### src/hw/atis_consts.svh
`ifndef ATIS_CONSTS_SVH
`define ATIS_CONSTS_SVH

// ****************************************
// Register byte offsets
// ****************************************
`define ATIS_OFS_TIMING 8'h00
`define ATIS_OFS_DMA_LEN 8'h04
`define ATIS_OFS_AUX_SEL 8'h08
`define ATIS_OFS_PRI_SEL 8'h0c
`define ATIS_OFS_SCAN_HI 8'h10
`define ATIS_OFS_MODE 8'h14
`define ATIS_OFS_STATUS 8'h18

// ****************************************
// Reset values
// ****************************************
`define ATIS_RST_REG 16'h0000

// ****************************************
// Writable bit masks
// ****************************************
`define ATIS_MASK_TIMING 16'h9fff
`define ATIS_MASK_DMA_LEN 16'h0007
`define ATIS_MASK_AUX_SEL 16'h0707
`define ATIS_MASK_PRI_SEL 16'h9f9f
`define ATIS_MASK_PRI_SEL_LOW16 16'h8f8f
`define ATIS_MASK_MODE 16'h0077

// ****************************************
// Field positions
// ****************************************
`define ATIS_TIM_SRC 15
`define ATIS_TIM_ST_HI 12
`define ATIS_TIM_ST_LO 8
`define ATIS_TIM_DIV_HI 7
`define ATIS_TIM_DIV_LO 0
`define ATIS_DMA_LEN_HI 2
`define ATIS_AUX_NB_HI 10
`define ATIS_AUX_NB_LO 9
`define ATIS_AUX_SB 8
`define ATIS_AUX_NA_HI 2
`define ATIS_AUX_NA_LO 1
`define ATIS_AUX_SA 0
`define ATIS_PRI_NB 15
`define ATIS_PRI_SB_HI 12
`define ATIS_PRI_SB_LO 8
`define ATIS_PRI_NA 7
`define ATIS_PRI_SA_HI 4
`define ATIS_PRI_SA_LO 0
`define ATIS_MODE_TRIG_HI 2
`define ATIS_MODE_TRIG_LO 0
`define ATIS_MODE_12BIT 4
`define ATIS_MODE_ALT 5
`define ATIS_MODE_SCAN 6

// ****************************************
// Codes and counts
// ****************************************
`define ATIS_TRIG_AUTO 3'h7
`define ATIS_DIV_MAX 8'h3f
`define ATIS_NUM_INPUTS 32

`endif

### src/hw/atis_pkg.sv
package atis_pkg;

  typedef enum logic [1:0] {
    ATIS_IDLE,
    ATIS_SAMPLE,
    ATIS_CONVERT
  } atis_state_t;

  typedef logic [15:0] atis_reg_t;

  typedef enum logic [2:0] {
    ATIS_SEL_TIMING,
    ATIS_SEL_DMA_LEN,
    ATIS_SEL_AUX,
    ATIS_SEL_PRI,
    ATIS_SEL_SCAN_HI,
    ATIS_SEL_MODE,
    ATIS_SEL_STATUS,
    ATIS_SEL_NONE
  } atis_sel_t;

endpackage

### src/hw/atis_tmr_if.sv
`timescale 1ns/1ps

interface atis_tmr_if;
  logic rc_sel;
  logic [7:0] divider;
  logic [4:0] sample_time;
  logic rc_tick;
  logic count_start;
  logic tad_tick;
  logic elapsed;

  modport core (
    output rc_sel,
    output divider,
    output sample_time,
    output rc_tick,
    output count_start,
    input tad_tick,
    input elapsed
  );

  modport timer (
    input rc_sel,
    input divider,
    input sample_time,
    input rc_tick,
    input count_start,
    output tad_tick,
    output elapsed
  );
endinterface

### src/hw/atis_tad_timer.sv
`timescale 1ns/1ps
`include "atis_consts.svh"

module atis_tad_timer
  import atis_pkg::*;
(
  input wire logic clock,
  input wire logic rst_b,
  atis_tmr_if.timer tmr
);

  logic [7:0] div_cnt;
  logic [7:0] div_eff;
  logic [4:0] samp_cnt;
  logic running;
  logic tick;

  // Reserved divider codes run at the slowest legal rate rather than wrap.
  assign div_eff = (tmr.divider > `ATIS_DIV_MAX) ? `ATIS_DIV_MAX : tmr.divider;

  // ****************************************
  // Conversion clock
  // ****************************************
  assign tick = tmr.rc_sel ? tmr.rc_tick : (div_cnt == div_eff);
  assign tmr.tad_tick = tick;

  always_ff @(posedge clock or negedge rst_b) begin
    if (!rst_b) begin
      div_cnt <= 8'h00;
    end else if (tmr.rc_sel || div_cnt >= div_eff) begin
      div_cnt <= 8'h00;
    end else begin
      div_cnt <= div_cnt + 8'h01;
    end
  end

  // ****************************************
  // Sample-time counter
  // ****************************************
  assign tmr.elapsed = running && (samp_cnt == 5'h00);

  always_ff @(posedge clock or negedge rst_b) begin
    if (!rst_b) begin
      running <= 1'b0;
      samp_cnt <= 5'h00;
    end else if (tmr.count_start) begin
      running <= 1'b1;
      samp_cnt <= tmr.sample_time;
    end else if (tmr.elapsed) begin
      running <= 1'b0;
    end else if (running && tick) begin
      samp_cnt <= samp_cnt - 5'h01;
    end
  end

endmodule // atis_tad_timer

### src/hw/atis_top.sv
// Function
// - Clock source bit picks RC or instruction clock.
// - Sample time equals field value in periods; the code holds sampling one clock longer.
// - Sample time used only with trigger 111.
// - Divider gives period of value plus one; codes above 3F give 64.
// - RC source ignores the divider field.
// - DMA words per input are two^field.
// - Aux negative select: AN9-11, AN6-8 or reference.
// - Aux positive select: AN3-5 or AN0-2.
// - Twelve-bit mode hides aux select fields.
// - Primary negative select: AN1 or reference.
// - Primary positive select picks input by index.
// - Second converter limits primary to AN0-15.
// - Upper scan bits include inputs 16-31.
// - Missing pin converts the negative reference.
// - Unimplemented bits read as zero.
// - Alternate mode switches set A, then B.
// - Scan mask drives primary positive in A.
// - Trigger 111 ends sampling by counter.
`timescale 1ns/1ps
`include "atis_consts.svh"

module atis_top
  import atis_pkg::*;
#(
  parameter int NUM_INPUTS = `ATIS_NUM_INPUTS,
  parameter bit SECOND_CONVERTER = 1'b0
) (
  input wire logic clock,
  input wire logic rst_b,
  input wire logic psel,
  input wire logic penable,
  input wire logic pwrite,
  input wire logic [7:0] paddr,
  input wire logic [31:0] pwdata,
  output logic [31:0] prdata,
  output logic pready,
  output logic pslverr,
  input wire logic rc_clock_tick,
  input wire logic start_sample,
  input wire logic ext_sample_end,
  input wire logic conv_done,
  input wire logic [15:0] scan_mask_low,
  output logic conv_start,
  output logic sample_active,
  output logic tad_tick,
  output logic using_set_b,
  output logic [4:0] primary_pos_index,
  output logic primary_pos_to_vref,
  output logic primary_neg_to_an1,
  output logic aux_pos_high,
  output logic [1:0] aux_neg_code,
  output logic [7:0] dma_words_per_input
);

  // ****************************************
  // Helper functions
  // ****************************************
  function automatic atis_sel_t decode(input logic [7:0] addr);
    atis_sel_t sel;
    case (addr)
      `ATIS_OFS_TIMING: sel = ATIS_SEL_TIMING;
      `ATIS_OFS_DMA_LEN: sel = ATIS_SEL_DMA_LEN;
      `ATIS_OFS_AUX_SEL: sel = ATIS_SEL_AUX;
      `ATIS_OFS_PRI_SEL: sel = ATIS_SEL_PRI;
      `ATIS_OFS_SCAN_HI: sel = ATIS_SEL_SCAN_HI;
      `ATIS_OFS_MODE: sel = ATIS_SEL_MODE;
      `ATIS_OFS_STATUS: sel = ATIS_SEL_STATUS;
      default: sel = ATIS_SEL_NONE;
    endcase
    return sel;
  endfunction

  // Lowest selected input at or above start, wrapping past input 31.
  function automatic logic [4:0] first_from(input logic [31:0] mask, input logic [4:0] start);
    logic [4:0] pick;
    logic [4:0] k;
    logic found;
    pick = start;
    found = 1'b0;
    for (int i = 0; i < 32; i++) begin
      k = start + 5'(i);
      if (!found && mask[k]) begin
        pick = k;
        found = 1'b1;
      end
    end
    return pick;
  endfunction

  function automatic logic pin_missing(input logic [4:0] idx);
    return {1'b0, idx} >= 6'(NUM_INPUTS);
  endfunction

  // ****************************************
  // Register storage
  // ****************************************
  atis_reg_t conversion_timing_ctrl;
  atis_reg_t dma_buffer_length_ctrl;
  atis_reg_t aux_channel_input_select;
  atis_reg_t primary_channel_input_select;
  atis_reg_t scan_mask_upper;
  atis_reg_t mode_ctrl;
  atis_reg_t status_view;
  atis_reg_t read_value;
  atis_reg_t pri_mask;
  atis_state_t state;
  atis_sel_t rd_sel;
  atis_sel_t wr_sel;
  logic wr_en;
  logic setup_rd;
  logic set_b;
  logic [4:0] scan_ptr;
  logic [31:0] scan_mask_full;
  logic [4:0] scan_pick;
  logic [2:0] sample_end_trigger_sel;
  logic twelve_bit_mode;
  logic alternate_set_enable;
  logic scan_enable;
  logic conv_clock_source_sel;
  logic [4:0] auto_sample_time;
  logic [7:0] conv_clock_divider;
  logic [2:0] dma_words_per_input_code;
  logic sample_end;
  logic next_conv_start;
  logic [4:0] next_pos;
  logic next_neg;
  logic next_aux_pos;
  logic [1:0] next_aux_neg;

  atis_tmr_if tmr ();

  // ****************************************
  // APB slave
  // ****************************************
  // Zero wait states keep software latency flat; unmapped offsets flag an error.
  assign pready = 1'b1;
  assign rd_sel = decode(paddr);
  assign wr_sel = decode(paddr);
  assign pslverr = psel && penable && (decode(paddr) == ATIS_SEL_NONE);
  assign wr_en = psel && penable && pwrite;
  assign setup_rd = psel && !penable && !pwrite;

  // The second converter only reaches AN0-AN15, so bit 4 of each positive field is absent.
  assign pri_mask = SECOND_CONVERTER ? `ATIS_MASK_PRI_SEL_LOW16 : `ATIS_MASK_PRI_SEL;

  always_ff @(posedge clock or negedge rst_b) begin
    if (!rst_b) begin
      conversion_timing_ctrl <= `ATIS_RST_REG;
    end else if (wr_en && wr_sel == ATIS_SEL_TIMING) begin
      conversion_timing_ctrl <= pwdata[15:0] & `ATIS_MASK_TIMING;
    end
  end

  always_ff @(posedge clock or negedge rst_b) begin
    if (!rst_b) begin
      dma_buffer_length_ctrl <= `ATIS_RST_REG;
    end else if (wr_en && wr_sel == ATIS_SEL_DMA_LEN) begin
      dma_buffer_length_ctrl <= pwdata[15:0] & `ATIS_MASK_DMA_LEN;
    end
  end

  always_ff @(posedge clock or negedge rst_b) begin
    if (!rst_b) begin
      aux_channel_input_select <= `ATIS_RST_REG;
    end else if (wr_en && wr_sel == ATIS_SEL_AUX && !twelve_bit_mode) begin
      aux_channel_input_select <= pwdata[15:0] & `ATIS_MASK_AUX_SEL;
    end
  end

  always_ff @(posedge clock or negedge rst_b) begin
    if (!rst_b) begin
      primary_channel_input_select <= `ATIS_RST_REG;
    end else if (wr_en && wr_sel == ATIS_SEL_PRI) begin
      primary_channel_input_select <= pwdata[15:0] & pri_mask;
    end
  end

  always_ff @(posedge clock or negedge rst_b) begin
    if (!rst_b) begin
      scan_mask_upper <= `ATIS_RST_REG;
    end else if (wr_en && wr_sel == ATIS_SEL_SCAN_HI) begin
      scan_mask_upper <= pwdata[15:0];
    end
  end

  always_ff @(posedge clock or negedge rst_b) begin
    if (!rst_b) begin
      mode_ctrl <= `ATIS_RST_REG;
    end else if (wr_en && wr_sel == ATIS_SEL_MODE) begin
      mode_ctrl <= pwdata[15:0] & `ATIS_MASK_MODE;
    end
  end

  assign status_view = {3'h0, scan_ptr, 5'h00, set_b, state};

  always_comb begin
    case (rd_sel)
      ATIS_SEL_TIMING: read_value = conversion_timing_ctrl;
      ATIS_SEL_DMA_LEN: read_value = dma_buffer_length_ctrl;
      ATIS_SEL_AUX: read_value = twelve_bit_mode ? `ATIS_RST_REG : aux_channel_input_select;
      ATIS_SEL_PRI: read_value = primary_channel_input_select;
      ATIS_SEL_SCAN_HI: read_value = scan_mask_upper;
      ATIS_SEL_MODE: read_value = mode_ctrl;
      ATIS_SEL_STATUS: read_value = status_view;
      default: read_value = `ATIS_RST_REG;
    endcase
  end

  // Read data is captured in the setup phase so it comes from a flip-flop in the access phase.
  always_ff @(posedge clock or negedge rst_b) begin
    if (!rst_b) begin
      prdata <= 32'h0000_0000;
    end else if (setup_rd) begin
      prdata <= {16'h0000, read_value};
    end
  end

  // ****************************************
  // Field extraction
  // ****************************************
  assign conv_clock_source_sel = conversion_timing_ctrl[`ATIS_TIM_SRC];
  assign auto_sample_time = conversion_timing_ctrl[`ATIS_TIM_ST_HI:`ATIS_TIM_ST_LO];
  assign conv_clock_divider = conversion_timing_ctrl[`ATIS_TIM_DIV_HI:`ATIS_TIM_DIV_LO];
  assign dma_words_per_input_code = dma_buffer_length_ctrl[`ATIS_DMA_LEN_HI:0];
  assign sample_end_trigger_sel = mode_ctrl[`ATIS_MODE_TRIG_HI:`ATIS_MODE_TRIG_LO];
  assign twelve_bit_mode = mode_ctrl[`ATIS_MODE_12BIT];
  assign alternate_set_enable = mode_ctrl[`ATIS_MODE_ALT];
  assign scan_enable = mode_ctrl[`ATIS_MODE_SCAN];

  // ****************************************
  // Conversion clock and sample timer
  // ****************************************
  assign tmr.rc_sel = conv_clock_source_sel;
  assign tmr.divider = conv_clock_divider;
  assign tmr.sample_time = auto_sample_time;
  assign tmr.rc_tick = rc_clock_tick;
  assign tmr.count_start = start_sample && (state == ATIS_IDLE) && (sample_end_trigger_sel == `ATIS_TRIG_AUTO);
  assign tad_tick = tmr.tad_tick;

  atis_tad_timer u_timer (
    .clock(clock),
    .rst_b(rst_b),
    .tmr(tmr)
  );

  // ****************************************
  // Sample and convert sequence
  // ****************************************
  // Only the counter ends sampling under the auto trigger; otherwise the external event does.
  assign sample_end = (sample_end_trigger_sel == `ATIS_TRIG_AUTO) ? tmr.elapsed : ext_sample_end;
  assign next_conv_start = (state == ATIS_SAMPLE) && sample_end;
  assign sample_active = (state == ATIS_SAMPLE);

  always_ff @(posedge clock or negedge rst_b) begin
    if (!rst_b) begin
      state <= ATIS_IDLE;
    end else begin
      case (state)
        ATIS_IDLE: begin
          if (start_sample) begin
            state <= ATIS_SAMPLE;
          end
        end
        ATIS_SAMPLE: begin
          if (sample_end) begin
            state <= ATIS_CONVERT;
          end
        end
        ATIS_CONVERT: begin
          if (conv_done) begin
            state <= ATIS_IDLE;
          end
        end
        default: state <= ATIS_IDLE;
      endcase
    end
  end

  always_ff @(posedge clock or negedge rst_b) begin
    if (!rst_b) begin
      conv_start <= 1'b0;
    end else begin
      conv_start <= next_conv_start;
    end
  end

  // Set B follows set A only while alternate mode is on; turning it off returns to A.
  always_ff @(posedge clock or negedge rst_b) begin
    if (!rst_b) begin
      set_b <= 1'b0;
    end else if (!alternate_set_enable) begin
      set_b <= 1'b0;
    end else if (state == ATIS_CONVERT && conv_done) begin
      set_b <= !set_b;
    end
  end

  // ****************************************
  // Input scan
  // ****************************************
  // The second converter has no inputs above AN15, so its upper mask never enters the scan.
  assign scan_mask_full = {SECOND_CONVERTER ? 16'h0000 : scan_mask_upper, scan_mask_low};
  assign scan_pick = first_from(scan_mask_full, scan_ptr);

  always_ff @(posedge clock or negedge rst_b) begin
    if (!rst_b) begin
      scan_ptr <= 5'h00;
    end else if (!scan_enable) begin
      scan_ptr <= 5'h00;
    end else if (state == ATIS_CONVERT && conv_done && !set_b) begin
      scan_ptr <= scan_pick + 5'h01;
    end
  end

  // ****************************************
  // Multiplexer selection
  // ****************************************
  always_comb begin
    if (set_b) begin
      next_pos = primary_channel_input_select[`ATIS_PRI_SB_HI:`ATIS_PRI_SB_LO];
      next_neg = primary_channel_input_select[`ATIS_PRI_NB];
      next_aux_pos = aux_channel_input_select[`ATIS_AUX_SB];
      next_aux_neg = aux_channel_input_select[`ATIS_AUX_NB_HI:`ATIS_AUX_NB_LO];
    end else begin
      next_pos = scan_enable ? scan_pick : primary_channel_input_select[`ATIS_PRI_SA_HI:`ATIS_PRI_SA_LO];
      next_neg = primary_channel_input_select[`ATIS_PRI_NA];
      next_aux_pos = aux_channel_input_select[`ATIS_AUX_SA];
      next_aux_neg = aux_channel_input_select[`ATIS_AUX_NA_HI:`ATIS_AUX_NA_LO];
    end
    if (twelve_bit_mode) begin
      next_aux_pos = 1'b0;
      next_aux_neg = 2'h0;
    end
  end

  always_ff @(posedge clock or negedge rst_b) begin
    if (!rst_b) begin
      primary_pos_index <= 5'h00;
      primary_pos_to_vref <= 1'b0;
      primary_neg_to_an1 <= 1'b0;
      aux_pos_high <= 1'b0;
      aux_neg_code <= 2'h0;
      using_set_b <= 1'b0;
    end else begin
      primary_pos_index <= next_pos;
      primary_pos_to_vref <= pin_missing(next_pos);
      primary_neg_to_an1 <= next_neg;
      aux_pos_high <= next_aux_pos;
      aux_neg_code <= next_aux_neg[1] ? next_aux_neg : 2'h0;
      using_set_b <= set_b;
    end
  end

  // ****************************************
  // DMA buffer allocation
  // ****************************************
  always_ff @(posedge clock or negedge rst_b) begin
    if (!rst_b) begin
      dma_words_per_input <= 8'h01;
    end else begin
      dma_words_per_input <= 8'h01 << dma_words_per_input_code;
    end
  end

endmodule // atis_top

### config.mk
export PLATFORM = sky130hd
export DESIGN_NAME = atis_top
export DESIGN_NICKNAME = d
export VERILOG_FILES = /design/src/hw/atis_pkg.sv /design/src/hw/atis_tmr_if.sv /design/src/hw/atis_tad_timer.sv /design/src/hw/atis_top.sv
export VERILOG_INCLUDE_DIRS = /design/src /design/src/hw
export SDC_FILE = /design/constraint.sdc
export NUM_CORES = 1
export LEC_CHECK = 0
export ABC_CLOCK_PERIOD_IN_PS = 6800
export BUFFER_PORTS_ARGS = -buffer_cell sky130_fd_sc_hd__buf_2
export CORE_UTILIZATION = 50
export DETAILED_ROUTE_END_ITERATION = 16
export GPL_TIMING_DRIVEN = 0
export PLACE_DENSITY_LB_ADDON = 0.2
export SLEW_MARGIN = 20
export SYNTH_ARGS = -nofsm -noshare
export SYNTH_HDL_FRONTEND = slang
export SYNTH_SLANG_ARGS = --single-unit
### constraint.sdc
create_clock -name clock -period 6.8 [get_ports clock]
set_clock_uncertainty 0.05 [all_clocks]
set_input_delay 0 -clock clock [delete_from_list [all_inputs] [get_ports clock]]
set_output_delay 0 -clock clock [all_outputs]
set_load 0.03 [all_outputs]
==> metrics.md, run 1 <==
| Metric | Value |
|---|---|
| Run status | `complete, no violations` |
| Actual slew at the worst max-slew pin | `1.20 ns` |
| Share of cells above drive strength 1 | `26.6%` |
| Die footprint | `24300 sq um` |
| Post-Route WL | `roughly 43000 um` |
| Final nets | `between 1500 and 2000` |
| Routed len/inst | `around 25 um` |
| Xor/xnor share of the synthesized area | `around 3.1%` |
| Pre-CTS WS | `-1.31 ns` |
| Synthesis Warnings | `0` |
| Max incr delay on CP | `0.56 ns` |
| CTS Buffer Depth | `2` |
| Drt first pass iters | `5` |
| Largest family of logic cells by synthesized area | `multiplexers` |
| Synth-to-Final Area Change | `16.4%` |
| Vias/cell | `approximately 6.7` |
| Period utilisation layout | `97.2%` |
| Final setup violation count | `0` |
| Power per cell area | `between 150 and 200 nW/um^2` |
| Adder-cell share of the synthesized area | `approximately 2.5%` |
| Remaining global-route overflow | `0` |
| Starting Density | `about 52%` |
| VDD IR-drop max | `roughly 260 uV` |
| Final Hold Viols | `0` |
| Library cells used by synthesis | `~100` |
| N_diodes | `0` |
| Post-synth ARST share | `100%` |
| CTS H-tree depth | `4` |
| Gate Count Post-Synth | `approximately 1300` |
| Vias | `approximately 12000` |
| Worst path required time | `7.09 ns` |
| Final worst slack | `roughly 0.19 ns` |
| Vias in the first global route | `about 11000` |
| Clock sink count | `about 110` |
| Multiplexer share of the synthesized area | `around 27%` |
| CORE AREA | `22900 sq um` |
| Crit path DAT | `around 6.9 ns` |
| Max cap viols | `0` |
| Total Routing Usage GR | `between 30% and 40%` |
| Port Buffers | `86` |
| Initial antenna violation count | `0` |
| Synth Area per Inst | `about 9.3 sq um` |
| Register area share after synthesis | `around 24%` |
| Worst-path clk slew | `0.05 ns` |
| Simple-gate area share of the yosys netlist | `between 10% and 20%` |
| Cells along the critical path | `buf_6 -> buf_12 -> clkbuf_8 -> clkinvlp_4 -> ha_1 -> buf_4 -> buf_6 -> buf_4 -> mux2_2 -> mux2i_2 -> mux2i_1 -> mux4_2 -> or3_4 -> nor3_4 -> nand4_2 -> or2_1 -> o41ai_2 -> nor4_1 -> a221o_1 -> nor2_4 -> ha_1 -> nand2_1 -> or4_1 -> nand3_1` |
| Clk Tree Root Cell | `clkbuf_16` |
| Rows | `55` |
| RD Place Congestion | `~1.0` |
| RSZ-0062 raised after global routing | `false` |
| Tmin final | `approximately 6.6 ns` |
| Antenna viol nets, final | `0` |
| Leak Pwr | `between 5 and 6 nW` |
| Worst skew pair latency | `0.41 ns` |
| Max Clock Freq | `between 150 and 200 MHz` |
| Register bit total from synthesis | `about 110` |
| Compound-cell area share of the yosys netlist | `18.3%` |
| Crit end category | `flop` |
| Post-synth EDFFs | `0` |
| Number of remaining DRC errors | `0` |
| CP Class | `reg2reg` |
| Startpoint types | `flop` |
| Mapped cell area | `~12000 sq um` |
| Fin Setup TNS | `0 ns` |
| IO Count | `~120` |
| Hold Crit Class | `in2async` |
| Chip width | `156 um` |
| Num CTS Buffers | `17` |
| Post-route design area | `approximately 14000 sq um` |
| Die Ht | `156 um` |
| CTS tree | `done` |
| Placed cell areas | `roughly 13000 sq um` |
| CP max-delay cell | `mux4_2` |
| Wire length of the first global-routing pass | `approximately 66000 um` |
| Largest net degree at the start of global routing | `67` |
| Predominant post-synthesis flop cell | `dfrtp_1` |
| Post-DP HPWL | `roughly 33000 um` |
| Hold slack | `around 0.046 ns` |
| Slew margin rel. | `19.3%` |
| Peak fanout along the critical path | `28` |
| Iteration-0 DRC count of the detailed router | `~1400` |
| Max-slew violations | `0` |
-- layer usage --
layer	track usage (%)	up-vias	share of wire, %
li1	-	5166	-
met1	46.0	5655	38
met2	58.6	742	46
met3	4.47	160	8.9
met4	23.4	0	6.9
met5	0	-	0
-- final cells by class --
cell class | count | area [sq um]
inverter | 33 | 131
tap | 313 | 392
clock buffer | 24 | 492
sequential | 114 | 2850
multi-input combinational | 1052 | 8430
fill | 2010 | 9140
clock inverter | 8 | 196
timing repair buffer | 112 | 704
buffer | 92 | 576
-- worst max-delay path, delay by kind of cell (launching register included) --
| kind | cells | cell delay (ns) |
|---|---|---|
| adders and majority gates | 2 | 0.50 |
| AOI/OAI and AO/OA | 2 | 0.74 |
| buffers and inverters | 7 | 1.40 |
| muxes | 4 | 1.37 |
| and+or+nand+nor | 9 | 2.01 |
| DFF | 1 | 0.44 |
-- cell usage after synthesis (20+ instances only) --
| cell type | n | area [sq um] |
|---|---|---|
| a21oi_1 | 75 | 375 |
| nor2_1 | 124 | 465 |
| mux2_2 | 86 | 968 |
| mux4_2 | 53 | 1190 |
| nand3_1 | 36 | 180 |
| ha_1 | 24 | 300 |
| o22ai_1 | 20 | 125 |
| clkbuf_1 | 35 | 131 |
| nor3_1 | 31 | 155 |
| mux2i_1 | 87 | 871 |
| inv_1 | 26 | 97.6 |
| o21ai_0 | 49 | 245 |
| xnor2_1 | 20 | 175 |
| buf_4 | 22 | 165 |
| dfrtp_1 | 113 | 2830 |
| nand2_1 | 76 | 285 |
-- metrics by stage --
| stage | total power [mW] | util, % | instances |
|---|---|---|---|
| after CTS | 2.30 | 59.8 | 1746 |
| final | 2.31 | 60.1 | 1748 |
| after global routing | 2.39 | 60.1 | 1748 |
| after global placement | 1.23 | 55.5 | 1692 |
| after detailed placement | 1.25 | 55.7 | 1693 |
| after floorplan | 1.09 | - | 1293 |
-- flip-flops by register name, indices dropped and copies added (netlist names) --
signal	count
aux_neg_code	2
aux_channel_input_select	6
scan_ptr	5
dma_words_per_input	8
primary_pos_index	5
conversion_timing_ctrl	14
conv_start	1
primary_channel_input_select	12
scan_mask_upper	16
primary_neg_to_an1	1
u_timer.running	1
u_timer.div_cnt	8
using_set_b	1
set_b	1
u_timer.samp_cnt	5
state	2
mode_ctrl	6
dma_buffer_length_ctrl	3
aux_pos_high	1
prdata	16
-- layout by cell type (no fill, tap or decap), drive strengths merged, types with 24 or more instances in the layout --
master  netlist  routed
a21oi        77      77
buf          59     147
clkbuf       35      60
dfrtp       113     113
ha           24      24
inv          29      28
mux2        100     100
mux2i        89      89
mux4         53      53
nand2        78      78
nand3        36      36
nor2        126     126
nor3         38      38
o21ai        57      57
-- power by group --
group / switching (mW) / internal [mW] / leakage (nW)
Clock: 0.311 / 0.728 / 0.331
Combinational: 0.284 / 0.187 / 3.88
Sequential: 0.0616 / 0.734 / 1.54
Total: 0.657 / 1.65 / 5.75
-- cells by family (layout without fill, tap and decap cells) --
kind of cell | after synthesis | count (layout)
AND/OR/NAND/NOR | 415 | 415
adder cells (fa/ha/maj) | 24 | 24
flip-flops | 114 | 114
buffers and inverters | 127 | 269
multiplexers | 242 | 242
XOR/XNOR | 38 | 38
other | 2 | 20
AO/OA/AOI/OAI | 313 | 313
-- final timing paths --
kind	cells after the start	slack (ns)	startpoint	to
setup / recovery	24	0.19	scan_ptr[1]	scan_ptr[4]
hold / removal	2	0.05	rst_b	primary_pos_index[2]
setup reg to reg	24	0.19	scan_ptr[1]	scan_ptr[4]
hold reg to reg	0	0.33	set_b	using_set_b
max in group asynchronous	3	5.91	rst_b	dma_words_per_input[0]
min in group clock	4	0.05	paddr[4]	prdata[2]
-- timing repair --
| item | CTS | global route |
|---|---|---|
| hold buffers | 21 | 0 |
| hold endpoints to repair | 173 | 0 |
| setup buffers | 1 | 3 |
| endpoints found under the setup margin | 10 | 6 |
| resized for setup | 12 | 12 |
| pin swaps | 0 | 0 |
Power figures use the tool's default switching activity.
==> run 2: changes to the inputs <==
--- a/config.mk
+++ b/config.mk
@@ -11,7 +11,8 @@
 export CORE_UTILIZATION = 50
 export DETAILED_ROUTE_END_ITERATION = 16
 export GPL_TIMING_DRIVEN = 0
-export PLACE_DENSITY_LB_ADDON = 0.2
+export PLACE_DENSITY_LB_ADDON = 0.1
+export RECOVER_POWER = 100
 export SLEW_MARGIN = 20
 export SYNTH_ARGS = -nofsm -noshare
 export SYNTH_HDL_FRONTEND = slang
==> run 2 against run 1 <==
The run now ends with capacitance limit, slew limit left; total power decreased by 4.8%; global-route usage up 1.1 points; highest routed layer unchanged; sequential cell count unchanged; critical path depth stayed put; first-iteration DRC count decreased by 27%; via count is 0.91% lower; largest cell class unchanged.
==> metrics.md, run 2 (synthesized netlist as in run 1, its figures left out) <==
| Metric | Value |
|---|---|
| FF+latch area | `~2900 sq um` |
| Slew margin rel. | `-43.7%` |
| Vias | `about 12000` |
| CP startpoint | `scan_ptr[1]` |
| Final worst slack | `0.177 ns` |
| Starting Density | `between 50% and 60%` |
| Most common cell after layout, fill and taps aside | `nor2_1` |
| RR Startpoint | `scan_ptr[1]` |
| Hold slack | `~0.11 ns` |
| RD Place Congestion | `1.04` |
| Remaining global-route overflow | `0` |
| Rows | `55` |
| Vias/cell | `~6.6` |
| CTS H-tree depth | `4` |
| Synth-to-Final Area Change | `15.8%` |
| Crit path to | `scan_ptr[4]` |
| Die Ht | `156 um` |
| Period utilisation layout | `a little over nine tenths` |
| Drt first pass iters | `7` |
| Run status | `complete, but fails checks` |
| Routed wire length on met2 | `21300 um` |
| Fill count | `between 2000 and 2500` |
| Max cap viols | `1` |
| Actual slew at the worst max-slew pin | `~2.2 ns` |
| CTS tree | `done` |
| Worst skew pair latency | `about 0.41 ns` |
| Num CTS Buffers | `17` |
| R2R depth | `24` |
| Hold Crit Class | `in2reg` |
| Routed len/inst | `between 20 and 30 um` |
| Iteration-0 DRC count of the detailed router | `slightly above 1000` |
| N_diodes | `0` |
| Final nets | `about 1500` |
| Share of cells above drive strength 1 | `between 20% and 30%` |
| Peak fanout along the critical path | `37` |
| Vias in the first global route | `11300` |
| Leak Pwr | `5.60 nW` |
| VDD IR-drop max | `approximately 200 uV` |
| Power per cell area | `160 nW/um^2` |
| Metal-1 WL | `approximately 17000 um` |
| Fin Setup TNS | `0 ns` |
| Final core occ | `around 60%` |
| Crit path DAT | `~7 ns` |
| Post-placement cell count | `between 1500 and 2000` |
| CP Class | `reg2reg` |
| Wire length of the first global-routing pass | `~68000 um` |
| Met3 routed WL | `just over 3000 um` |
| IO Count | `approximately 120` |
| Highest metal used | `met4` |
| Die footprint | `about 24000 sq um` |
| Post-Route WL | `around 45000 um` |
| Number of remaining DRC errors | `0` |
| Largest registers | `prdata (16), scan_mask_upper (16), conversion_timing_ctrl (14)` |
| Crit end category | `flop` |
| Failing checks | `capacitance limit, slew limit` |
| Largest net degree at the start of global routing | `77` |
| Initial antenna violation count | `0` |
| Port Buffers | `86` |
| Max-slew violations | `39` |
| HP Start | `pwrite` |
| Total Routing Usage GR | `between 30% and 40%` |
| Clock sink count | `around 110` |
| Final setup violation count | `0` |
| Worst-path clk slew | `approximately 0.06 ns` |
| Tmin final | `about 6.6 ns` |
| Chip width | `between 150 and 200 um` |
| Layout Cells excl Fill | `between 1500 and 2000` |
| Reg2reg setup slack | `0.18 ns` |
| Final Hold Viols | `0` |
| Multi-input logic area | `around 8500 sq um` |
| CORE AREA | `~23000 sq um` |
| Commonest cells after routing, fill and taps aside | `nor2_1, dfrtp_1, mux2_2` |
| Startpoint types | `flop` |
| Post-DP HPWL | `34500 um` |
| Antenna viol nets, final | `0` |
| Max Clock Freq | `around 150 MHz` |
| Worst R2R End | `scan_ptr[4]` |
| Worst path required time | `7.09 ns` |
| CTS Buffer Depth | `2` |
| Clk Tree Root Cell | `clkbuf_16` |
| Pre-CTS WS | `-1.64 ns` |
run 2: layer usage:
layer,vias up,track usage [%]
li1,5151,-
met1,5757,46.7
met2,569,61.2
met3,139,5.00
met4,0,23.8
met5,-,0
run 2: critical path: stages (launching register included):
cell	delay, ns
dfrtp_2	0.42
buf_6	0.19
buf_16	0.27
clkinvlp_4	0.18
ha_1	0.30
clkbuf_4	0.22
buf_6	0.17
buf_6	0.18
buf_4	0.23
mux4_2	0.57
mux2i_2	0.26
mux2i_1	0.21
mux2i_4	0.29
buf_4	0.16
nand2_1	0.07
nor4_2	0.51
nand4_1	0.32
o2111ai_1	0.22
a21oi_1	0.09
nor4_1	0.55
nor4_1	0.17
o22ai_2	0.27
nand2_1	0.12
or4_1	0.40
nand3_1	0.09
run 2: worst min path at each step:
stage,slack (ns),end,depth (start not counted)
2_1_floorplan,-0.35,aux_channel_input_select[0],0
6_report,0.11,prdata[13],4
3_5_place_dp,-0.12,prdata[13],1
4_1_cts,0.02,prdata[13],2
5_1_grt,0.12,prdata[13],4
3_3_place_gp,0.19,scan_mask_upper[14],2
run 2: layout make-up:
type,count,area share (%)
Buffer,91,4.13
Tap cell,313,2.86
Inverter,33,0.958
Clock inverter,14,1.37
Timing Repair Buffer,114,4.85
Clock buffer,18,3.13
Sequential cell,114,20.8
Multi-Input combinational cell,1052,61.9
run 2: through the flow:
step | power, mW | area, sq um
floorplan | 1.09 | 11900
global placement | 1.24 | 12700
detailed placement | 1.25 | 12800
CTS | 2.20 | 13600
global route | 2.28 | 13700
finish | 2.19 | 13700
run 2: repair_timing:
item | CTS | global route
hold endpoints to repair | 173 | 0
resized for setup | 14 | 22
pin swaps | 0 | 2
hold buffers | 21 | 0
endpoints found under the setup margin | 10 | 6
setup buffers | 1 | 5
run 2: power breakdown:
part	switching (mW)	internal, mW
Combinational	0.287	0.180
Sequential	0.0605	0.734
Clock	0.321	0.612
